==> config.mk <==
export PLATFORM = sky130hd
export DESIGN_NAME = msdec_decoder
export DESIGN_NICKNAME = d
export VERILOG_FILES = /design/src/shared/msdec_pkg.sv /design/src/design/msdec_decoder.sv
export SDC_FILE = /design/constraint.sdc
export NUM_CORES = 1
export LEC_CHECK = 0
export ABC_AREA = 1
export ABC_CLOCK_PERIOD_IN_PS = 800
export BUFFER_PORTS_ARGS = -buffer_cell sky130_fd_sc_hd__buf_2
export CORE_MARGIN = 3
export CORE_UTILIZATION = 38
export DETAILED_ROUTE_END_ITERATION = 10
export GPL_ROUTABILITY_DRIVEN = 0
export PLACE_DENSITY = 0.75
export SKIP_LAST_GASP = 1
export SLEW_MARGIN = 15
export SYNTH_ARGS = -nofsm -noshare
export SYNTH_HDL_FRONTEND = slang
export SYNTH_SLANG_ARGS = --single-unit
==> constraint.sdc <==
create_clock -name i_clock -period 0.8 [get_ports i_clock]
set_input_delay 0.16 -clock i_clock [delete_from_list [all_inputs] [get_ports i_clock]]
set_output_delay 0.16 -clock i_clock [all_outputs]
set_load 0.03 [all_outputs]
==> src/shared/msdec_pkg.sv <==
package msdec_pkg;
    // ====================================================
    // address spaces and boundaries
    localparam logic [16:0] MSDEC_ROM_BYTES = 17'h0_2000;   // 8 Kbyte on-chip program memory
    localparam logic [15:0] MSDEC_ON_CHIP_EXTENDED_RAM_BYTES = 16'h0100;    // extended ram size
    localparam logic [15:0] MSDEC_ON_CHIP_EXTENDED_RAM_BASE = 16'hFF00;     // top of external data space
    localparam logic [7:0] MSDEC_UPPER_BASE = 8'h80;        // first address above lower ram
    localparam logic [7:0] MSDEC_BITRAM_BASE = 8'h20;       // first bit-addressable byte
    localparam logic [7:0] MSDEC_BANK_TOP = 8'h1F;          // last register bank byte
    // ====================================================
    // registers
    localparam logic [7:0] MSDEC_SYSCTL_ADDR = 8'hB1;       // system_control
    localparam logic [7:0] MSDEC_PSW_ADDR = 8'hD0;          // processor_status_word
    localparam logic [7:0] MSDEC_ACC_ADDR = 8'hE0;          // accumulator
    localparam logic [7:0] MSDEC_SYSCTL_RESET = 8'h00;
    localparam int MSDEC_REGISTER_MAP_SELECT_BIT = 4;                      // register_map_select position
    localparam int MSDEC_BANK_LO_BIT = 3;                   // bank_select_low in status word
    localparam int MSDEC_BANK_HI_BIT = 4;                   // bank_select_high in status word
    // ====================================================
    // access kinds requested by the core
    typedef enum logic [2:0] {
        MSDEC_ACC_NONE,
        MSDEC_ACC_DIRECT,
        MSDEC_ACC_INDIRECT,
        MSDEC_ACC_REGISTER,
        MSDEC_ACC_BIT,
        MSDEC_ACC_XMOVE_DATA_POINTER_16,
        MSDEC_ACC_XMOVE_REG
    } msdec_kind_e;
    // resulting target space
    typedef enum logic [2:0] {
        MSDEC_TGT_NONE,
        MSDEC_TGT_LOWER_RAM,
        MSDEC_TGT_UPPER_RAM,
        MSDEC_TGT_SFR_STD,
        MSDEC_TGT_SFR_MAPPED,
        MSDEC_TGT_ON_CHIP_EXTENDED_RAM,
        MSDEC_TGT_EXT_DATA
    } msdec_tgt_e;
endpackage

==> src/design/msdec_decoder.sv <==
`timescale 1ns/1ps
// Functional notes
// RULE_01: external access select low forces every fetch to external program memory.
// RULE_02: select high fetches on-chip, external only above the on-chip limit.
// RULE_03: select high returns fetches on-chip once address drops below limit.
// RULE_04: on-chip program boundary is a variant parameter, 8 Kbyte here.
// RULE_05: internal data uses 8-bit addresses; external and extended ram 8 or 16; here extended ram is reached only by 16-bit pointer moves.
// RULE_06: reset never alters ram contents; this block holds no ram storage.
// RULE_07: lower ram is 00h..7Fh, reachable directly and indirectly.
// RULE_08: bit addresses 00h..7Fh map to bytes 20h..2Fh, bit order ascending.
// RULE_09: lowest 32 bytes form four register banks, one active at a time.
// RULE_10: at 80h and above, indirect reaches upper ram, direct reaches sfr area.
// RULE_11: sfrs with address bits 2..0 zero are bit addressable from 80h.
// RULE_12: extended ram decodes at the top of external data space via external moves.
// RULE_13: with extended ram disabled its range goes to external data memory.
// RULE_14: external space is 64 Kbyte; pointer moves 16-bit, register moves 8-bit.
// RULE_15: a mapped sfr area gets the same direct and bit addressing.
// RULE_16: map select 0 reaches standard sfrs, 1 the mapped area; resets to 0.
// RULE_17: map select is never cleared by hardware, only by software write.
// RULE_18: core registers such as the accumulator decode alike whatever the map select.
// RULE_19: status word bits 3 and 4 form the register bank select code.
// RULE_20: indirect modes take the pointer from register 0 or 1 of the active bank.
// RULE_21: bank code n places the active bank at 8n..8n+7.
// RULE_22: mapped sfr steering only happens on variants implementing the mapped area.
module msdec_decoder #(
    parameter logic [16:0] ROM_BYTES = msdec_pkg::MSDEC_ROM_BYTES,
    parameter bit HAS_MAPPED_SFR = 1'b1,
    parameter bit HAS_ON_CHIP_EXTENDED_RAM = 1'b1
) (
    input wire logic i_clock,
    input wire logic i_resetn,
    input wire logic i_external_access_select,
    input wire logic i_fetch_valid,
    input wire logic [15:0] i_fetch_addr,
    input wire msdec_pkg::msdec_kind_e i_kind,
    input wire logic [15:0] i_addr,
    input wire logic [2:0] i_reg_index,
    input wire logic i_reg_select_one,
    input wire logic [7:0] i_psw,
    input wire logic [7:0] i_pointer_reg,
    input wire logic [15:0] i_data_pointer_16,
    input wire logic i_on_chip_extended_ram_enable,
    input wire logic i_sfr_write,
    input wire logic [7:0] i_sfr_wdata,
    output logic o_fetch_external,
    output logic o_fetch_internal,
    output logic [15:0] o_code_addr,
    output msdec_pkg::msdec_tgt_e o_target,
    output logic [15:0] o_target_addr,
    output logic o_ext_addr_16,
    output logic [2:0] o_bit_index,
    output logic o_bit_access,
    output logic [7:0] o_pointer_ram_addr,
    output logic [1:0] o_active_bank,
    output logic o_register_map_select,
    output logic [7:0] o_system_control
);
    import msdec_pkg::*;

    // ====================================================
    // system control register
    logic [7:0] sysctl_ff;
    logic [7:0] nxt_sysctl;
    wire logic sysctl_hit;
    assign sysctl_hit = (i_kind == MSDEC_ACC_DIRECT) && (i_addr[7:0] == MSDEC_SYSCTL_ADDR);
    // only a software write changes the map select; no hardware clear path
    assign nxt_sysctl = (i_sfr_write && sysctl_hit) ? i_sfr_wdata : sysctl_ff; // RULE_17

    // async reset loads the documented default, map select 0
    always_ff @(posedge i_clock or negedge i_resetn) begin
        if (!i_resetn) begin
            sysctl_ff <= MSDEC_SYSCTL_RESET; // RULE_16
        end else begin
            sysctl_ff <= nxt_sysctl;
        end
    end

    wire logic register_map_select;
    assign register_map_select = sysctl_ff[MSDEC_REGISTER_MAP_SELECT_BIT];

    // ====================================================
    // program fetch steering
    wire logic above_rom;
    wire logic nxt_fetch_ext;
    // compare at 17 bits so a full 64 Kbyte rom never counts as exceeded
    assign above_rom = ({1'b0, i_fetch_addr} >= ROM_BYTES); // RULE_04
    // low select: always external; high: external only past boundary, back on-chip below it
    assign nxt_fetch_ext = !i_external_access_select || above_rom; // RULE_01 RULE_02 RULE_03

    // ====================================================
    // register banks and pointers
    wire logic [1:0] bank;
    assign bank = {i_psw[MSDEC_BANK_HI_BIT], i_psw[MSDEC_BANK_LO_BIT]}; // RULE_19
    wire logic [7:0] reg_ram_addr;
    // bank n occupies 8n..8n+7 within the lowest 32 bytes
    assign reg_ram_addr = {3'b000, bank, i_reg_index}; // RULE_09 RULE_21
    wire logic [7:0] ptr_ram_addr;
    assign ptr_ram_addr = {3'b000, bank, 2'b00, i_reg_select_one}; // RULE_20

    // ====================================================
    // data space decode
    wire logic upper;
    assign upper = (i_addr[7:0] >= MSDEC_UPPER_BASE);
    // bit operands name their byte, so accumulator and status bits also bypass the map
    wire logic [7:0] sfr_byte;
    assign sfr_byte = (i_kind == MSDEC_ACC_BIT) ? {i_addr[7:3], 3'b000} : i_addr[7:0];
    wire logic core_reg;
    // accumulator and status word ignore the map select
    assign core_reg = (sfr_byte == MSDEC_ACC_ADDR) || (sfr_byte == MSDEC_PSW_ADDR); // RULE_18
    wire logic use_mapped;
    // mapped area only exists on variants that build it
    assign use_mapped = HAS_MAPPED_SFR && register_map_select && !core_reg; // RULE_16 RULE_22
    wire msdec_tgt_e sfr_tgt;
    assign sfr_tgt = use_mapped ? MSDEC_TGT_SFR_MAPPED : MSDEC_TGT_SFR_STD; // RULE_15

    // bit address: low half into bytes 20h..2Fh, high half into xxxxx000 sfrs
    wire logic [7:0] bit_byte;
    assign bit_byte = i_addr[7] ? {i_addr[7:3], 3'b000} // RULE_11
                                : (MSDEC_BITRAM_BASE + {4'h0, i_addr[6:3]}); // RULE_08

    // external move address width and extended ram window
    wire logic [15:0] xaddr;
    assign xaddr = (i_kind == MSDEC_ACC_XMOVE_DATA_POINTER_16) ? i_data_pointer_16 : {8'h00, i_pointer_reg}; // RULE_14
    wire logic in_on_chip_extended_ram;
    // decoded at the top of the space; disabled extended ram falls through to external
    assign in_on_chip_extended_ram = HAS_ON_CHIP_EXTENDED_RAM && i_on_chip_extended_ram_enable && (xaddr >= MSDEC_ON_CHIP_EXTENDED_RAM_BASE); // RULE_12 RULE_13

    msdec_tgt_e nxt_target;
    logic [15:0] nxt_taddr;
    logic nxt_ext16;
    logic nxt_bit;

    // steering by address and addressing mode; internal spaces take 8-bit addresses
    always_comb begin
        nxt_target = MSDEC_TGT_NONE;
        nxt_taddr = 16'h0000;
        nxt_ext16 = 1'b0;
        nxt_bit = 1'b0;
        case (i_kind)
            MSDEC_ACC_DIRECT: begin
                nxt_taddr = {8'h00, i_addr[7:0]}; // RULE_05
                nxt_target = upper ? sfr_tgt : MSDEC_TGT_LOWER_RAM; // RULE_07 RULE_10
            end
            MSDEC_ACC_INDIRECT: begin
                nxt_taddr = {8'h00, i_pointer_reg};
                nxt_target = i_pointer_reg[7] ? MSDEC_TGT_UPPER_RAM : MSDEC_TGT_LOWER_RAM; // RULE_10 RULE_07
            end
            MSDEC_ACC_REGISTER: begin
                nxt_taddr = {8'h00, reg_ram_addr};
                nxt_target = MSDEC_TGT_LOWER_RAM; // RULE_09
            end
            MSDEC_ACC_BIT: begin
                nxt_taddr = {8'h00, bit_byte};
                nxt_bit = 1'b1;
                nxt_target = i_addr[7] ? sfr_tgt : MSDEC_TGT_LOWER_RAM; // RULE_15
            end
            MSDEC_ACC_XMOVE_DATA_POINTER_16, MSDEC_ACC_XMOVE_REG: begin
                nxt_taddr = in_on_chip_extended_ram ? (xaddr - MSDEC_ON_CHIP_EXTENDED_RAM_BASE) : xaddr;
                nxt_ext16 = (i_kind == MSDEC_ACC_XMOVE_DATA_POINTER_16); // RULE_14 RULE_05
                nxt_target = in_on_chip_extended_ram ? MSDEC_TGT_ON_CHIP_EXTENDED_RAM : MSDEC_TGT_EXT_DATA;
            end
            default: begin
                nxt_target = MSDEC_TGT_NONE;
            end
        endcase
    end

    // ====================================================
    // registered outputs; no ram storage here, so reset leaves memory contents alone
    msdec_tgt_e target_ff;
    logic [15:0] taddr_ff;
    logic ext16_ff;
    logic bit_ff;
    logic [2:0] bitidx_ff;
    logic fetch_ext_ff;
    logic fetch_int_ff;
    logic [15:0] code_addr_ff;
    logic [7:0] ptr_ff;
    logic [1:0] bank_ff;

    // decode results, one cycle after the request
    always_ff @(posedge i_clock or negedge i_resetn) begin
        if (!i_resetn) begin
            target_ff <= MSDEC_TGT_NONE; // RULE_06
            taddr_ff <= 16'h0000;
            ext16_ff <= 1'b0;
            bit_ff <= 1'b0;
            bitidx_ff <= 3'h0;
        end else begin
            target_ff <= nxt_target;
            taddr_ff <= nxt_taddr;
            ext16_ff <= nxt_ext16;
            bit_ff <= nxt_bit;
            bitidx_ff <= i_addr[2:0];
        end
    end

    // fetch steering and bank state
    always_ff @(posedge i_clock or negedge i_resetn) begin
        if (!i_resetn) begin
            fetch_ext_ff <= 1'b0;
            fetch_int_ff <= 1'b0;
            code_addr_ff <= 16'h0000;
            ptr_ff <= 8'h00;
            bank_ff <= 2'b00;
        end else begin
            fetch_ext_ff <= i_fetch_valid && nxt_fetch_ext; // RULE_01
            fetch_int_ff <= i_fetch_valid && !nxt_fetch_ext; // RULE_02
            code_addr_ff <= i_fetch_addr;
            ptr_ff <= ptr_ram_addr; // RULE_20
            bank_ff <= bank; // RULE_19
        end
    end

    assign o_fetch_external = fetch_ext_ff;
    assign o_fetch_internal = fetch_int_ff;
    assign o_code_addr = code_addr_ff;
    assign o_target = target_ff;
    assign o_target_addr = taddr_ff;
    assign o_ext_addr_16 = ext16_ff;
    assign o_bit_index = bitidx_ff;
    assign o_bit_access = bit_ff;
    assign o_pointer_ram_addr = ptr_ff;
    assign o_active_bank = bank_ff;
    assign o_register_map_select = register_map_select;
    assign o_system_control = sysctl_ff;

endmodule // msdec_decoder

==> qor.yml <==
clock_tree:
  clk_path_buf_depth: 2
  clock-sinks: 53
  clkSlewWorstSetupHoldPaths_ns: 0.10
  cts_tree: "built"
  numCtsBuffers: 5
  cts_root_buf: "clkbuf_8"
  htree_levels: 2
  clock_latency_ns: 0.31
worst_hold_path:
  hold_class: "in -> reg"
  hp-start: "i_external_access_select"
logic_synthesis:
  synth-xor-area-share_pct: 0
  synth_warnings: 0
  synthesis.area_um2: 2213
  netlist-cell-type-count: 28
  synth_fa_ha_area_share_pct: 0.5653
  synthMuxAreaShare_pct: 0
  yosysTopAreaCellShare_pct: 59.92
  ys_ff_latch: 53
  yosys.area_share.simple_pct: 26.79
  synth.largest_area_cell: "dfrtp_1"
  synth_top_family_by_area: "simple AND/OR/NAND/NOR gates"
  synth-compound-area-share_pct: 5.314
  syn_area_per_cell_um2: 9.540
  synth_cells: 232
  synth-seq-area-share_pct: 59.92
  ys_top_cells_by_area: "dfrtp_1, nand2_1, nand3_1, nor2_1, inv_1"
floorplanning:
  placeableCoreArea_um2: 5574
  die-area_um2: 6777
  ioPinCount: 146
  die_x_um: 82.32
  fp-row-count: 27
  initial_core_util_pct: 39.71
  die_height_um: 82.32
route:
  first_pass_iters: 4
  vias: 2544
  drt_iter0_drc: 190
  drc: 0
  post_drt_wl_per_cell_um: 18.43
  ant_nets: 0
  vias_per_cell: 4.969
  wirelength_um: 9438
timing:
  rsz0062_at_grt: "yes"
  post-route-min-period_ns: 1.123
  finalSetupViolCount: 83
  clock.fmax_mhz: 890.8
  setup_ws_ns: -0.3226
  drv_slew: 0
  hold_ws_ns: 0.07785
  finalHoldViolations: 0
  period_share_pct: 140.3
  clock_skew_ns: 0.005525
worst_setup_path:
  required_ns: 1.01
  regToRegStartpoint: "o_system_control[1]$_DFFE_PN0P_"
  critical_path.max_fanout: 3
  crit_path_start: "i_kind[1]"
  critical_path_arrival_ns: 1.34
  reg2reg_slack_ns: -0.10
  end_kind: "flip-flop"
  start_kind: "primary input"
  crit_type: "in -> reg"
place:
  portBuffers: 126
  hpwl_um: 5039
  dp_cells: 455
outcome:
  violations: "negative setup slack"
  outcome: "finished, violations left"
cells_and_area:
  post-route-util_pct: 77.31
  layout-drive-gt1-share_pct: 56.04
  instances_no_fill: 512
  synthToLayoutAreaGrowth_pct: 94.69
  final_nets: 524
global_routing:
  track_usage_pct: 24.99
  grt_start_max_net_pins: 54
  antenna_found_initial: 1
  grt_pass1_vias: 2525
  grt_overflow: 0
  grt_pass1_wl_um: 12640
pwr:
  powerDensity_nw_per_um2: 1399
  p_total_mw: 6.028
  peakVddDrop_mv: 1.046
  leakage_nw: 2.210
flow_run:
  drv_cap: 0
synth_stat cells, drive strengths merged:
cell    number
a21oi        2
o21ai        3
nand2       62
o211ai       5
dfrtp       53
nor3         3
ha           1
buf         11
a31oi        1
a22oi        5
o21bai       1
nand3       26
inv         21
or2          3
nand4        7
nor2        27
conb         1
flip-flops by register name (all words and copies together), names as in the netlist, 2 cells and up:
register / count
o_bit_index: 3
o_system_control: 8
o_target: 3
o_code_addr: 16
o_pointer_ram_addr: 2
o_target_addr: 16
power by group:
| part | internal (mW) | switching [mW] |
|---|---|---|
| Combinational | 0.692 | 0.803 |
| Sequential | 2.81 | 0.0809 |
| Clock | 0.705 | 0.939 |
| Total | 4.20 | 1.82 |
cell type report:
class | instances | area [um2]
inverter | 21 | 90.09
clock inverter | 2 | 13.76
timing repair buffer | 204 | 1727
sequential | 53 | 1330
multi-input combinational | 152 | 965.9
antenna | 1 | 2.502
timing repair inverter | 1 | 7.507
clock buffer | 6 | 82.58
fill | 334 | 1265
tap | 72 | 90.09
path summary, 6_finish.rpt:
check,to,depth (start not counted)
setup reg to reg,o_system_control[1]$_DFFE_PN0P_,4
hold / removal,o_fetch_external$_DFF_PN0_,2
hold reg to reg,o_system_control[5]$_DFFE_PN0P_,2
setup / recovery,o_target_addr[13]$_DFF_PN0_,12
max in group asynchronous,o_active_bank[0]$_DFF_PN0_,3
min in group asynchronous,o_system_control[0]$_DFFE_PN0P_,3
cell families after synthesis:
logic type               Yosys count
other                              1
flip-flops                        53
buffers and inverters             32
AO/OA/AOI/OAI                     17
adder cells (fa/ha/maj)            1
AND/OR/NAND/NOR                  128
what timing repair did:
item | in CTS | in global routing
endpoints found under the hold margin | 74 | 0
cloned | 3 | 0
setup endpoints to repair | 83 | 86
gates resized for setup | 143 | 32
hold buffers | 22 | 0
pin swaps | 22 | 29
buffers inserted | 17 | 9
cells in the final DEF (no fill, tap or decap), drive strengths merged, types with 5 or more instances in the layout:
cell type	instances
clkbuf	6
buf	182
conb	5
a22oi	5
inv	20
dfrtp	53
nand2	62
nor2	28
dlygate4sd3	21
nand4	7
o211ai	5
nand3	26
per-stage QoR:
stage | area [um2] | setup TNS (ns) | worst slack (ns)
finish | 4309 | -16.66 | -0.3226
global route | 4309 | -19.38 | -0.4010
CTS | 4129 | -15.62 | -0.2999
detailed placement | 3169 | -13.55 | -0.6496
global placement | 3169 | -12.55 | -0.5609
floorplan | 2305 | -6.677 | -0.5461
worst max-delay path, cell delays in order:
cell and delay (ns):
buf_6 0.10, inv_4 0.05, nand3_4 0.09, nor2_4 0.17
ha_4 0.16, nand2_4 0.06, nor2_4 0.08, nand3_2 0.11
nor2_4 0.14, nand3_2 0.08, nand2_2 0.08, nor2_1 0.05
routing by layer:
metal	vias up	wire (um)	GRT usage, %
li1	1151	-	-
met1	1207	3190	27.00
met2	167	5064	47.12
met3	19	967	6.941
met4	0	214	6.977
met5	-	0	0
No activity file was read; power rests on OpenSTA's default activity.
